**src/include/cec_pkg.sv**
```systemverilog
package cec_pkg;

  // ----------------------------------------------------------------
  // Widths and time base
  // ----------------------------------------------------------------
  localparam int NCH = 2;
  localparam int DW = 32;
  localparam int AW = 8;
  localparam int CLK_PERIOD_NS = 5;
  localparam int MS_NS = 1000000;
  localparam int MS_CYCLES_DFLT = MS_NS / CLK_PERIOD_NS;
  localparam int MSDIV_W = 18;
  localparam int SEC_MS = 1000;
  localparam int SEND_DELAY_S = 1;
  localparam logic [10:0] SEND_DELAY_MS = 11'(SEND_DELAY_S * SEC_MS);

  // ----------------------------------------------------------------
  // Register map (byte addresses)
  // ----------------------------------------------------------------
  localparam logic [AW-1:0] OFS_CTRL = 8'h00;
  localparam logic [AW-1:0] OFS_SAMPLE = 8'h04;
  localparam logic [AW-1:0] OFS_GUARD = 8'h08;
  localparam logic [AW-1:0] OFS_TXPER = 8'h0C;
  localparam logic [AW-1:0] OFS_STATUS = 8'h10;
  localparam logic [AW-1:0] OFS_CH_BASE = 8'h20;
  localparam logic [AW-1:0] OFS_CH_STRIDE = 8'h20;
  localparam logic [AW-1:0] OFS_CH_CFG = 8'h00;
  localparam logic [AW-1:0] OFS_CH_DEB = 8'h04;
  localparam logic [AW-1:0] OFS_CH_COS = 8'h08;
  localparam logic [AW-1:0] OFS_CH_DUR = 8'h0C;
  localparam logic [AW-1:0] OFS_CH_EVT = 8'h10;
  localparam logic [AW-1:0] OFS_CH_TIME = 8'h14;
  localparam logic [AW-1:0] OFS_CH_EVTSV = 8'h18;
  localparam logic [AW-1:0] OFS_CH_TIMESV = 8'h1C;

  // Field positions
  localparam int CTRL_EN_LSB = 0;
  localparam int CTRL_CLR_BIT = 2;
  localparam int CFG_DET_LSB = 0;
  localparam int CFG_TEN_BIT = 2;
  localparam int ST_LVL_LSB = 0;
  localparam int ST_PEND_LSB = 2;
  localparam int ST_PER_BIT = 4;
  localparam int ST_VALID_BIT = 5;
  localparam int ST_LINK_BIT = 6;
  localparam int ST_FSM_LSB = 8;

  // ----------------------------------------------------------------
  // Types
  // ----------------------------------------------------------------
  typedef enum logic [1:0] {
    DET_LOW = 2'h0,
    DET_HIGH = 2'h1,
    DET_BOTH = 2'h2
  } cec_det_e;

  typedef enum logic [3:0] {
    ST_IDLE = 4'h1,
    ST_DELAY = 4'h2,
    ST_GUARD = 4'h4,
    ST_SEND = 4'h8
  } cec_fsm_e;

  // Reset values
  localparam logic [1:0] RST_ENABLE = 2'h3;
  localparam logic [31:0] RST_SAMPLE = 32'h0001_5180;
  localparam logic [31:0] RST_GUARD = 32'h0000_0000;
  localparam logic [31:0] RST_TXPER = 32'h0000_0000;
  localparam cec_det_e RST_DET = DET_BOTH;
  localparam logic [31:0] RST_DEBOUNCE = 32'h0000_0064;
  localparam logic [31:0] RST_COS = 32'h0000_0001;
  localparam logic [31:0] RST_DUR = 32'h0000_0000;
  localparam logic [31:0] GUARD_SAT = 32'hFFFF_FFFF;

  typedef struct packed {
    cec_det_e detType;
    logic timeEn;
    logic [31:0] debounce;
    logic [31:0] cosThr;
    logic [31:0] durThr;
  } cec_cfg_s;

  typedef struct packed {
    cec_cfg_s cfg;
    logic level;
    logic [31:0] dbCnt;
    logic [31:0] evtCnt;
    logic [31:0] timeCnt;
    logic [31:0] evtSaved;
    logic [31:0] timeSaved;
    logic [31:0] cosSince;
    logic [31:0] durCur;
    logic durFired;
  } cec_chan_s;

  typedef struct packed {
    logic [31:0] evt;
    logic [31:0] time_;
    logic level;
  } cec_msg_chan_s;

  typedef struct packed {
    logic alarm;
    logic periodic;
    logic [NCH-1:0] enMask;
    cec_msg_chan_s [NCH-1:0] chan;
  } cec_msg_s;

  typedef struct packed {
    logic [MSDIV_W-1:0] msDiv;
    logic msTick;
    logic [9:0] msInSec;
    logic secTick;
    logic [NCH-1:0] enable;
    logic [31:0] sampPer;
    logic [31:0] guardPer;
    logic [31:0] txPer;
    logic [31:0] sampCnt;
    logic [31:0] txCnt;
    logic [31:0] guardCnt;
    logic [10:0] delayMs;
    cec_fsm_e fsm;
    logic [NCH-1:0] pendAlarm;
    logic pendPeriodic;
    logic msgValid;
    cec_msg_s msg;
    logic [DW-1:0] rdata;
    cec_chan_s [NCH-1:0] chan;
  } cec_state_s;

endpackage

```
**src/verilog/cec_contact_event_counter.sv**
```systemverilog
// What this block does
// - Alarm message waits one second after detection
// - Detection keeps running while message is sent
// - Link state never gates detection or counting
// - Sending never clears event or time counters
// - Counter-reset command zeroes event and time counters and their saved copies
// - Disabled input data zeroed in messages
// - State-change and duration alarms work independently
// - Count debounced events; save at sampling tick
// - Time counter sums abnormal seconds; saved periodically
// - Duration over threshold requests alert message
// - Message carries saved counters and present level
// - Each transmission clears pending alarms of both
// - Pulses shorter than debounce period are dropped
// - Threshold of qualifying events requests a message
// - Nonzero guard sets least spacing between messages
// - Zero transmission period disables periodic sends
// - Zero sampling period disables counter saving
// - High detection type qualifies contact closing
// - Detection type low, high or both
// - Input enable selects first, second or both
`timescale 1ns/100ps
module cec_contact_event_counter import cec_pkg::*; #(
  parameter int unsigned MS_CYCLES = MS_CYCLES_DFLT
) (
  // System
  input wire logic clock,
  input wire logic nrst,
  // Contact inputs
  input wire logic contactInputFirst,
  input wire logic contactInputSecond,
  input wire logic linkUp,
  // Register port
  input wire logic [AW-1:0] regAddr,
  input wire logic [DW-1:0] regWdata,
  input wire logic regWr,
  input wire logic regRd,
  output logic [DW-1:0] regRdata,
  // Message transmitter
  output logic msgValid,
  input wire logic msgReady,
  output cec_msg_s msgData
);

  // ----------------------------------------------------------------
  // Decoding helpers
  // ----------------------------------------------------------------
  function automatic logic isQualEdge(cec_det_e det, logic oldLvl, logic newLvl);
    logic rise;
    logic fall;
    rise = !oldLvl && newLvl;
    fall = oldLvl && !newLvl;
    case (det)
      DET_LOW: isQualEdge = fall;
      DET_HIGH: isQualEdge = rise;
      DET_BOTH: isQualEdge = rise || fall;
      default: isQualEdge = 1'b0;
    endcase
  endfunction

  // Abnormal state: closed contact, or open contact for low detection
  function automatic logic isAbnormal(cec_det_e det, logic lvl);
    case (det)
      DET_LOW: isAbnormal = !lvl;
      DET_HIGH: isAbnormal = lvl;
      DET_BOTH: isAbnormal = lvl;
      default: isAbnormal = 1'b0;
    endcase
  endfunction

  function automatic logic [AW-1:0] chanAddr(int idx, logic [AW-1:0] ofs);
    chanAddr = AW'(OFS_CH_BASE + AW'(idx) * OFS_CH_STRIDE + ofs);
  endfunction

  // ----------------------------------------------------------------
  // State
  // ----------------------------------------------------------------
  cec_state_s s_r;
  cec_state_s s_nxt;
  logic [NCH-1:0] rawIn;
  assign rawIn = {contactInputSecond, contactInputFirst};

  always_comb begin
    logic saveTick;
    logic cntClear;
    logic accepted;
    logic [NCH-1:0] alarmSet;
    logic abn;
    logic qual;
    cec_chan_s c;
    saveTick = 1'b0;
    cntClear = 1'b0;
    accepted = 1'b0;
    alarmSet = '0;
    abn = 1'b0;
    qual = 1'b0;
    c = '0;
    s_nxt = s_r;
    s_nxt.msTick = 1'b0;
    s_nxt.secTick = 1'b0;
    s_nxt.rdata = '0;

    // ----------------------------------------------------------------
    // Time base: ms tick, then one-second tick
    // ----------------------------------------------------------------
    if (s_r.msDiv == MSDIV_W'(MS_CYCLES - 1)) begin
      s_nxt.msDiv = '0;
      s_nxt.msTick = 1'b1;
    end else begin
      s_nxt.msDiv = s_r.msDiv + MSDIV_W'(1);
    end
    if (s_r.msTick) begin
      if (s_r.msInSec == 10'(SEC_MS - 1)) begin
        s_nxt.msInSec = '0;
        s_nxt.secTick = 1'b1;
      end else begin
        s_nxt.msInSec = s_r.msInSec + 10'h001;
      end
    end

    // Sampling period, zero means never save
    if (s_r.secTick && s_r.sampPer != 32'h0) begin
      if (s_r.sampCnt + 32'h1 >= s_r.sampPer) begin
        s_nxt.sampCnt = '0;
        saveTick = 1'b1;
      end else begin
        s_nxt.sampCnt = s_r.sampCnt + 32'h1;
      end
    end

    // Periodic transmission, zero means alarms only
    if (s_r.secTick && s_r.txPer != 32'h0) begin
      if (s_r.txCnt + 32'h1 >= s_r.txPer) begin
        s_nxt.txCnt = '0;
        s_nxt.pendPeriodic = 1'b1;
      end else begin
        s_nxt.txCnt = s_r.txCnt + 32'h1;
      end
    end

    // Seconds since last message, saturating
    if (s_r.secTick && s_r.guardCnt != GUARD_SAT) begin
      s_nxt.guardCnt = s_r.guardCnt + 32'h1;
    end

    // ----------------------------------------------------------------
    // Register writes
    // ----------------------------------------------------------------
    if (regWr) begin
      case (regAddr)
        OFS_CTRL: begin
          s_nxt.enable = regWdata[CTRL_EN_LSB +: NCH];
          cntClear = regWdata[CTRL_CLR_BIT];
        end
        OFS_SAMPLE: s_nxt.sampPer = regWdata;
        OFS_GUARD: s_nxt.guardPer = regWdata;
        OFS_TXPER: s_nxt.txPer = regWdata;
        default: ;
      endcase
      for (int i = 0; i < NCH; i++) begin
        if (regAddr == chanAddr(i, OFS_CH_CFG)) begin
          s_nxt.chan[i].cfg.detType = cec_det_e'(regWdata[CFG_DET_LSB +: 2]);
          s_nxt.chan[i].cfg.timeEn = regWdata[CFG_TEN_BIT];
        end
        if (regAddr == chanAddr(i, OFS_CH_DEB)) s_nxt.chan[i].cfg.debounce = regWdata;
        if (regAddr == chanAddr(i, OFS_CH_COS)) s_nxt.chan[i].cfg.cosThr = regWdata;
        if (regAddr == chanAddr(i, OFS_CH_DUR)) s_nxt.chan[i].cfg.durThr = regWdata;
      end
    end

    // ----------------------------------------------------------------
    // Per-input detection; never gated by link or sender state
    // ----------------------------------------------------------------
    for (int i = 0; i < NCH; i++) begin
      c = s_nxt.chan[i];
      qual = 1'b0;
      if (s_r.msTick) begin
        if (rawIn[i] != c.level) begin
          if (c.dbCnt + 32'h1 >= c.cfg.debounce) begin
            c.level = rawIn[i];
            c.dbCnt = '0;
            qual = isQualEdge(c.cfg.detType, s_r.chan[i].level, rawIn[i]);
          end else begin
            c.dbCnt = c.dbCnt + 32'h1;
          end
        end else begin
          c.dbCnt = '0;
        end
      end
      if (s_r.enable[i] && qual) begin
        c.evtCnt = c.evtCnt + 32'h1;
        if (c.cfg.cosThr != 32'h0 && c.cosSince + 32'h1 >= c.cfg.cosThr) begin
          c.cosSince = '0;
          alarmSet[i] = 1'b1;
        end else begin
          c.cosSince = c.cosSince + 32'h1;
        end
      end
      abn = isAbnormal(c.cfg.detType, c.level);
      if (!abn) begin
        c.durCur = '0;
        c.durFired = 1'b0;
      end else if (s_r.secTick && s_r.enable[i]) begin
        if (c.cfg.timeEn) c.timeCnt = c.timeCnt + 32'h1;
        c.durCur = c.durCur + 32'h1;
        if (c.cfg.durThr != 32'h0 && c.durCur > c.cfg.durThr && !c.durFired) begin
          c.durFired = 1'b1; // Once per abnormal episode
          alarmSet[i] = 1'b1;
        end
      end
      if (saveTick && s_r.enable[i]) begin
        c.evtSaved = c.evtCnt;
        c.timeSaved = c.timeCnt;
      end
      if (cntClear) begin
        c.evtCnt = '0;
        c.timeCnt = '0;
        c.evtSaved = '0;
        c.timeSaved = '0;
        c.cosSince = '0;
        c.durCur = '0;
      end
      s_nxt.chan[i] = c;
    end

    // ----------------------------------------------------------------
    // Message sequencing
    // ----------------------------------------------------------------
    case (s_r.fsm)
      ST_IDLE: begin
        if (s_r.pendAlarm != '0) begin
          s_nxt.delayMs = '0;
          s_nxt.fsm = ST_DELAY;
        end else if (s_r.pendPeriodic) begin
          s_nxt.fsm = ST_GUARD;
        end
      end
      ST_DELAY: begin
        // Lets the second edge of a quick pair join one message
        if (s_r.delayMs >= SEND_DELAY_MS) begin
          s_nxt.fsm = ST_GUARD;
        end else if (s_r.msTick) begin
          s_nxt.delayMs = s_r.delayMs + 11'h001;
        end
      end
      ST_GUARD: begin
        // First tick after a send may be partial, so wait one tick more
        if (s_r.guardPer == 32'h0 || s_r.guardCnt > s_r.guardPer) begin
          s_nxt.msg.alarm = s_r.pendAlarm != '0;
          s_nxt.msg.periodic = s_r.pendPeriodic;
          s_nxt.msg.enMask = s_r.enable;
          for (int i = 0; i < NCH; i++) begin
            s_nxt.msg.chan[i].evt = s_r.enable[i] ? s_r.chan[i].evtSaved : 32'h0;
            s_nxt.msg.chan[i].time_ = (s_r.enable[i] && s_r.chan[i].cfg.timeEn) ?
              s_r.chan[i].timeSaved : 32'h0;
            s_nxt.msg.chan[i].level = s_r.enable[i] && s_r.chan[i].level;
          end
          s_nxt.msgValid = 1'b1;
          s_nxt.fsm = ST_SEND;
        end
      end
      ST_SEND: begin
        if (msgReady) begin
          accepted = 1'b1;
          s_nxt.msgValid = 1'b0;
          s_nxt.guardCnt = '0;
          s_nxt.fsm = ST_IDLE;
        end
      end
      default: begin
        s_nxt.msgValid = 1'b0;
        s_nxt.fsm = ST_IDLE;
      end
    endcase

    // Counters are left alone on send; new alarm beats the clear
    if (accepted) begin
      s_nxt.pendAlarm = '0;
      s_nxt.pendPeriodic = s_nxt.pendPeriodic && !s_r.pendPeriodic;
    end
    s_nxt.pendAlarm = s_nxt.pendAlarm | alarmSet;

    // ----------------------------------------------------------------
    // Register reads, answered next cycle
    // ----------------------------------------------------------------
    if (regRd) begin
      case (regAddr)
        OFS_CTRL: s_nxt.rdata[CTRL_EN_LSB +: NCH] = s_r.enable;
        OFS_SAMPLE: s_nxt.rdata = s_r.sampPer;
        OFS_GUARD: s_nxt.rdata = s_r.guardPer;
        OFS_TXPER: s_nxt.rdata = s_r.txPer;
        OFS_STATUS: begin
          s_nxt.rdata[ST_LVL_LSB] = s_r.chan[0].level;
          s_nxt.rdata[ST_LVL_LSB + 1] = s_r.chan[1].level;
          s_nxt.rdata[ST_PEND_LSB +: NCH] = s_r.pendAlarm;
          s_nxt.rdata[ST_PER_BIT] = s_r.pendPeriodic;
          s_nxt.rdata[ST_VALID_BIT] = s_r.msgValid;
          s_nxt.rdata[ST_LINK_BIT] = linkUp;
          s_nxt.rdata[ST_FSM_LSB +: 4] = s_r.fsm;
        end
        default: ;
      endcase
      for (int i = 0; i < NCH; i++) begin
        if (regAddr == chanAddr(i, OFS_CH_CFG)) begin
          s_nxt.rdata[CFG_DET_LSB +: 2] = s_r.chan[i].cfg.detType;
          s_nxt.rdata[CFG_TEN_BIT] = s_r.chan[i].cfg.timeEn;
        end
        if (regAddr == chanAddr(i, OFS_CH_DEB)) s_nxt.rdata = s_r.chan[i].cfg.debounce;
        if (regAddr == chanAddr(i, OFS_CH_COS)) s_nxt.rdata = s_r.chan[i].cfg.cosThr;
        if (regAddr == chanAddr(i, OFS_CH_DUR)) s_nxt.rdata = s_r.chan[i].cfg.durThr;
        if (regAddr == chanAddr(i, OFS_CH_EVT)) s_nxt.rdata = s_r.chan[i].evtCnt;
        if (regAddr == chanAddr(i, OFS_CH_TIME)) s_nxt.rdata = s_r.chan[i].timeCnt;
        if (regAddr == chanAddr(i, OFS_CH_EVTSV)) s_nxt.rdata = s_r.chan[i].evtSaved;
        if (regAddr == chanAddr(i, OFS_CH_TIMESV)) s_nxt.rdata = s_r.chan[i].timeSaved;
      end
    end

    // ----------------------------------------------------------------
    // Synchronous reset
    // ----------------------------------------------------------------
    if (!nrst) begin
      s_nxt = '0;
      s_nxt.enable = RST_ENABLE;
      s_nxt.sampPer = RST_SAMPLE;
      s_nxt.guardPer = RST_GUARD;
      s_nxt.txPer = RST_TXPER;
      s_nxt.guardCnt = GUARD_SAT; // First message is never held off
      s_nxt.fsm = ST_IDLE;
      for (int i = 0; i < NCH; i++) begin
        s_nxt.chan[i].cfg.detType = RST_DET;
        s_nxt.chan[i].cfg.timeEn = 1'b0;
        s_nxt.chan[i].cfg.debounce = RST_DEBOUNCE;
        s_nxt.chan[i].cfg.cosThr = RST_COS;
        s_nxt.chan[i].cfg.durThr = RST_DUR;
      end
    end
  end

  always_ff @(posedge clock) begin
    s_r <= s_nxt;
  end

  assign regRdata = s_r.rdata;
  assign msgValid = s_r.msgValid;
  assign msgData = s_r.msg;

endmodule // cec_contact_event_counter

```
**config.mk**
```make
export PLATFORM = sky130hd
export DESIGN_NAME = cec_contact_event_counter
export DESIGN_NICKNAME = d
export VERILOG_FILES = /design/src/include/cec_pkg.sv /design/src/verilog/cec_contact_event_counter.sv
export SDC_FILE = /design/constraint.sdc
export NUM_CORES = 2
export LEC_CHECK = 0
export BUFFER_PORTS_ARGS = -buffer_cell sky130_fd_sc_hd__buf_2
export CORE_ASPECT_RATIO = 0.6
export CORE_MARGIN = 2
export CORE_UTILIZATION = 50
export DETAILED_ROUTE_END_ITERATION = 8
export PLACE_DENSITY = 0.66
export SYNTH_ARGS = -nofsm -noshare
export SYNTH_HDL_FRONTEND = slang
export SYNTH_SLANG_ARGS = --single-unit
export TNS_END_PERCENT = 100
```
**constraint.sdc**
```tcl
create_clock -name clock -period 7.7 [get_ports clock]
set_clock_uncertainty 0.2 [all_clocks]
set_input_delay 1.54 -clock clock [delete_from_list [all_inputs] [get_ports clock]]
set_output_delay 1.54 -clock clock [all_outputs]
set_load 0.1 [all_outputs]
```
-- After elaboration in Yosys (flattened, before gate mapping)
Cells that the tools add are included.
- reduce and logical (&&, ||, !) cells: 69
- magnitude comparators: 10
- add/sub/neg operators: 16
- bitwise gates (word level): 5
- multiplexer cells: 105
- eq/ne operators: 40
- operators with widths (operator ; number):
    32-bit 2-to-1 mux ; 43
    32-bit by 1-bit adder with 32-bit output, second input constant ; 13
    99-bit 2-to-1 mux ; 2
    32-bit >= comparator ; 6
    32-bit nonzero test ; 6
    135-bit 2-to-1 mux ; 1
    32-bit greater-than comparator ; 3
    33-bit 2-to-1 mux ; 2
    8-bit by 6-bit equality test with 1-bit output, second input constant ; 8
    8-bit by 7-bit equality test with 1-bit output, second input constant ; 8
    20-bit case mux with 3 select lines ; 1
    11-bit 2-to-1 mux ; 3
    32-bit zero test ; 1
    32-bit inequality test, second input constant ; 1
    4-bit case mux with 4 select lines ; 2
    1-bit 2-to-1 mux ; 31
    1-bit logical AND ; 24
    11-bit case mux with 2 select lines ; 1
    2-bit AND reduction ; 11
    4-bit 2-to-1 mux ; 5
    5-bit case mux with 4 select lines ; 1
    18-bit by 1-bit adder with 18-bit output, second input constant ; 1
    18-bit equality test, second input constant ; 1
    8-bit by 4-bit equality test with 1-bit output, second input constant ; 2
    other kinds (31) ; 68
- logic and storage cells: 299
- register bits: 1059
- output and inout bits: 167

-- Depth between registers and ports, before layout
- word-level depth: 18
- mapped depth: 22
- mapped depth without buffers: 19

-- Worst setup path after synthesis
No wires, ideal clock.
- kind: input-to-reg
- from: input regAddr[2]
- to: register s_r[326] in the netlist's numbering
- library setup time: 0.128 ns
- data required time: 7.372 ns
- arrival: 5.730 ns
- stages on the path: 19
- buffers on the path: 4
- path slack: 1.642 ns
- cells stage by stage: clkbuf_2 -> nor3b_1 -> nand2b_1 -> nor2_1 -> nand2_1 -> buf_1 -> mux2i_1 -> ha_1 -> a21oi_1 -> o21ai_1 -> a221oi_4 -> o21ai_1 -> a32oi_2 -> a31oi_1 -> a41oi_1 -> or2_1 -> clkbuf_1 -> clkbuf_1 -> nor2_1
- word-level cells in the longest chain between the ends: 11
- RTL lines (item ; line ; RTL):
    start: declaration ; cec_contact_event_counter.sv:34 ; input wire logic [AW-1:0] regAddr,
    8-bit by 7-bit equality test with 1-bit output ; cec_contact_event_counter.sv:165 ; if (regAddr == chanAddr(i, OFS_CH_DEB)) s_nxt.chan[i].cfg.debounce = regWdata;
    32-bit 2-to-1 mux ; cec_contact_event_counter.sv:165 ;
    99-bit 2-to-1 mux ; cec_contact_event_counter.sv:149 ; if (regWr) begin
    32-bit >= comparator ; cec_contact_event_counter.sv:179 ; if (c.dbCnt + 32'h1 >= c.cfg.debounce) begin
    1-bit 2-to-1 mux ; cec_contact_event_counter.sv:179 ;
    1-bit 2-to-1 mux ; cec_contact_event_counter.sv:178 ; if (rawIn[i] != c.level) begin
    33-bit 2-to-1 mux ; cec_contact_event_counter.sv:177 ; if (s_r.msTick) begin
    1-bit zero test ; cec_contact_event_counter.sv:64 ; DET_LOW: isAbnormal = !lvl;
    1-bit case mux with 2 select lines ; cec_contact_event_counter.sv:63 ; case (det)
    1-bit inverter (no line) ; -- ;
    3-bit OR reduction (no line) (*) ; -- ;
    end signal: assignment ; cec_contact_event_counter.sv:340 ; s_r <= s_nxt;
    end: declaration ; cec_contact_event_counter.sv:78 ; cec_state_s s_r;
Every way passes the cells marked *; elsewhere a longest branch is shown, timed or not.
A chain may end at the register's enable or synchronous reset.

-- Final worst setup path
- from: register s_r[193] in the netlist's numbering
- to: register s_r[102] in the netlist's numbering
- word-level cells in the longest chain between the ends: 7
- RTL lines (item ; line ; RTL):
    32-bit by 1-bit adder with 32-bit output ; cec_contact_event_counter.sv:179 ;
    32-bit >= comparator ; cec_contact_event_counter.sv:179 ;
    1-bit 2-to-1 mux ; cec_contact_event_counter.sv:179 ;
    1-bit 2-to-1 mux ; cec_contact_event_counter.sv:178 ;
    1-bit 2-to-1 mux ; cec_contact_event_counter.sv:177 ;
    1-bit logical AND ; cec_contact_event_counter.sv:190 ; if (s_r.enable[i] && qual) begin
    32-bit 2-to-1 mux ; cec_contact_event_counter.sv:190 ;
No other way between the ends.

==> results.md <==
* Status: finished, violations left
* Failing checks: DRC
* H-tree level count at 3
* Routed WL at between 200 and 250 mm
* Layout cell share with drive strength beyond 1 at around 8.5%
* Synth warn at 0
* Crit Reg-Reg Endpoint: s_r[102]
* Period minus WS final at ~6.7 ns
* Syn nets at 7191
* Routability cong. at 1.12
* Placed insts at 8053
* WHS Endpoint: msgData[35]
* Dpl ws at 0.884 ns
* Worst VDD drop at 0.180 mV
* Worst Max-Slew Pin Slew at around 1.4 ns
* Row count at 95
* Hpwl dp at roughly 170 mm
* Longest Clk Path Bufs at 3
* Slew Limit Fails at 0
* Worst Hold Class: reg -> reg
* Worst setup EP type: register
* Core area at about 0.11 mm^2
* Global-route wire length before repair at roughly 320 mm
* Routed length on met1 at 103 mm
* Chip height at 264 um
* Worst-Skew Late Latency at around 0.78 ns
* Max cap viols at 0
* Hold path cells at 2
* EDFF count, synth at 0
* Max frequency at 150 MHz
* Prevailing post-synth register cell: dfxtp_1
* Sw Ratio at between 20% and 30%
* Port Buffers at about 210
* Crit path cell chain: ha_1 > nand3_2 > nor4_2 > and2_1 > and4_1 > and3_1 > and3_1 > and3_1 > xor2_1 > ha_1 > nand4_1 > nor3_1 > nand2_1 > o22ai_1 > nor2_2 > nor2_1 > nand3_1 > xor2_1 > a211oi_1
* Worst Path Arrival at roughly 7.1 ns
* Initial core utilization at 50.4%
* Root Buffer: clkbuf_16
* Most frequent cells in the layout: dfxtp_1 (1056), nor2_1 (799), nand2_1 (746)
* Final worst setup slack at 1.05 ns
* Top Ports at between 200 and 250
* Tot Pwr at 11.0 mW
* Most used cell, CP: and3_1
* Final setup viols at 0
* Asr flop ratio synth at 0%
* Drt pass-1 iters at 9
* Slew HR at between 7 and 8%
* CTS tree: done
* R2r startpoint: s_r[193]
* Syn-to-layout area delta at 7.78%
* RSZ-0062 raised after global routing: no
* Post-synthesis instance area at about 0.056 mm^2
* Count of different cell masters after synthesis at between 90 and 100
* Post-synthesis register bit count at 1059
* Clk sinks at 1059
* Finished Layout Cells at ~8k
* DRC at 27
* Area contributors post-synth: dfxtp_1 (38%), ha_1 (7.0%), nor2_1 (5.4%)
* Antenna violations before repair at 25
* Vias in the first global route at about 46k
* Clock share of power at between 40 and 50%
* Commonest non-fill, non-tap cell in the layout: dfxtp_1
* Setup Buffers After CTS at 0
* Worst Reg-to-Reg Cells at 19
* Global Route Usage Sum at 37.6%
* HP Start: msgData[35]
* Internal at roughly 8.3 mW
* Starting DRT DRC Count at ~8.4k
* Crit-path max FO at 9
* P per Cell Area at between 150 and 200 mW/mm^2
* R2R Setup Slk at around 1.0 ns
* Register area share after synthesis at roughly 38%
* Crit path kind: reg -> reg
* Comb power frac at approximately 3.4%
* Highest metal used: met5
* Die X at between 400 and 500 um
* Startpoint types: register
* DIE AREA at around 0.12 mm^2
* Metal3 WL at 40.3 mm
* Cells after synthesis at about 7k
* Worst path bufs/invs at 0
* Critical path launch point: s_r[193]
* Largest net degree at the start of global routing at just over 200
* Average size of a mapped cell at roughly 8.3 um^2
* Delay-heaviest family, CP: simple AND/OR/NAND/NOR gates
* Post-CTS Hold Fix Bufs at 0
* Fin nets at ~7.0k
* Top cell type's share of synthesized area at a little under two fifths
* Total CTS buffers at between 100 and 150
* Slowest cell delay on critical path at between 0.8 and 0.9 ns
* Via count at 52.9k
* Fill count at 10.5k
* Grt total ovfl at 0
* CTS clk-pin slew, worst paths at 0.06 ns
* Fin. Hold Viols at 0
* Final ANT Viol Nets at 0
* Seq pwr share at around 50%
* Met2 wire len at ~76 mm
* Top cell type by total area after synthesis: dfxtp_1
* Vias per inst at between 6 and 7
* WL/cell at around 27 um
* Setup TNS at 0 ns
* CTS resizes at 0
* Net Switching at about 2.7 mW
* Worst Path Required at 8.14 ns
* Period utilization at between 80% and 90%
* Lkg Pwr at between 20 and 25 nW
* CP max-delay cell: o22ai_1
-- stage by stage --
stage / instance area (um^2) / util, % / hold WS, ns
2_1_floorplan: 56400 / - / 0.226
3_3_place_gp: 57400 / 51.3 / 0.241
3_5_place_dp: 57400 / 51.3 / 0.247
4_1_cts: 60700 / 54.3 / 0.256
5_1_grt: 60700 / 54.3 / 0.272
6_report: 60700 / 54.3 / 0.252
-- state kept, by name, summed over array words and instances, names as in the netlist --
register,flops
msgData,134
s_r,892
regRdata,32
msgValid,1
-- cell families (layout without fill, tap and decap cells) --
family	count (synthesis)	in the layout	share of synthesized area, %
and+or+nand+nor	2551	2551	21.1
xor gates and xnor gates	520	520	8.08
muxes	215	215	3.83
adders and majority gates	317	317	7.04
buffers and inverters	742	647	6.17
DFF	1059	1059	37.6
other	0	13	0
AOI/OAI and AO/OA	1422	1422	16.1
-- cell usage after synthesis, types with 29 or more instances --
library cell	n
nand2_1	748
a211oi_1	48
nor4_1	74
o221ai_1	32
nand3_1	308
and3_1	109
buf_2	41
xor2_1	244
a21oi_1	408
and4_1	41
o22ai_1	48
and2_1	29
clkbuf_1	328
buf_4	170
nand4_1	193
a21o_1	63
nor2_1	811
ha_1	317
a22o_1	47
mux2i_1	209
nor3_1	89
inv_1	155
buf_1	45
o21ai_0	367
dfxtp_1	1059
xnor2_1	276
a22oi_1	99
-- metal layers --
metal,GRT usage [%],vias to the layer above
li1,-,23600
met1,59.3,25300
met2,42.9,3486
met3,17.9,409
met4,9.82,20
met5,0.951,-
-- worst min-delay path: stages (launching register included) --
cell and delay, ns:
dfxtp_1 0.31, nand2_1 0.05, o21ai_0 0.06
-- power by group through the flow --
stage | combinational [mW] | clock [mW] | sequential, mW
2_1_floorplan | 0.191 | 0 | 5.63
5_1_grt | 0.372 | 5.40 | 5.50
4_1_cts | 0.351 | 5.17 | 5.50
6_report | 0.370 | 5.15 | 5.50
3_3_place_gp | 0.350 | 0 | 5.62
3_5_place_dp | 0.350 | 0 | 5.62
-- layout make-up --
type / count / area (um^2) / area share, %
Tap cell: 1503 / 1880 / 3.10
Timing Repair Buffer: 309 / 1830 / 3.02
Inverter: 157 / 597 / 0.982
Multi-Input combinational cell: 5025 / 31900 / 52.4
Clock buffer: 142 / 2910 / 4.79
Sequential cell: 1059 / 21200 / 34.9
Antenna cell: 13 / 32.5 / 0.0535
Clock inverter: 39 / 432 / 0.711
-- how the worst max path moves through the flow --
stage                     endpoint  slack, ns  cells past startpoint
after floorplan           s_r[326]       1.64                     19
after global placement    s_r[110]       0.98                     18
after detailed placement  s_r[347]       0.88                     19
after CTS                 s_r[110]       1.40                     19
after global routing      s_r[110]       0.79                     19
final                     s_r[102]       1.05                     19
(Power assumes the default switching activity.)
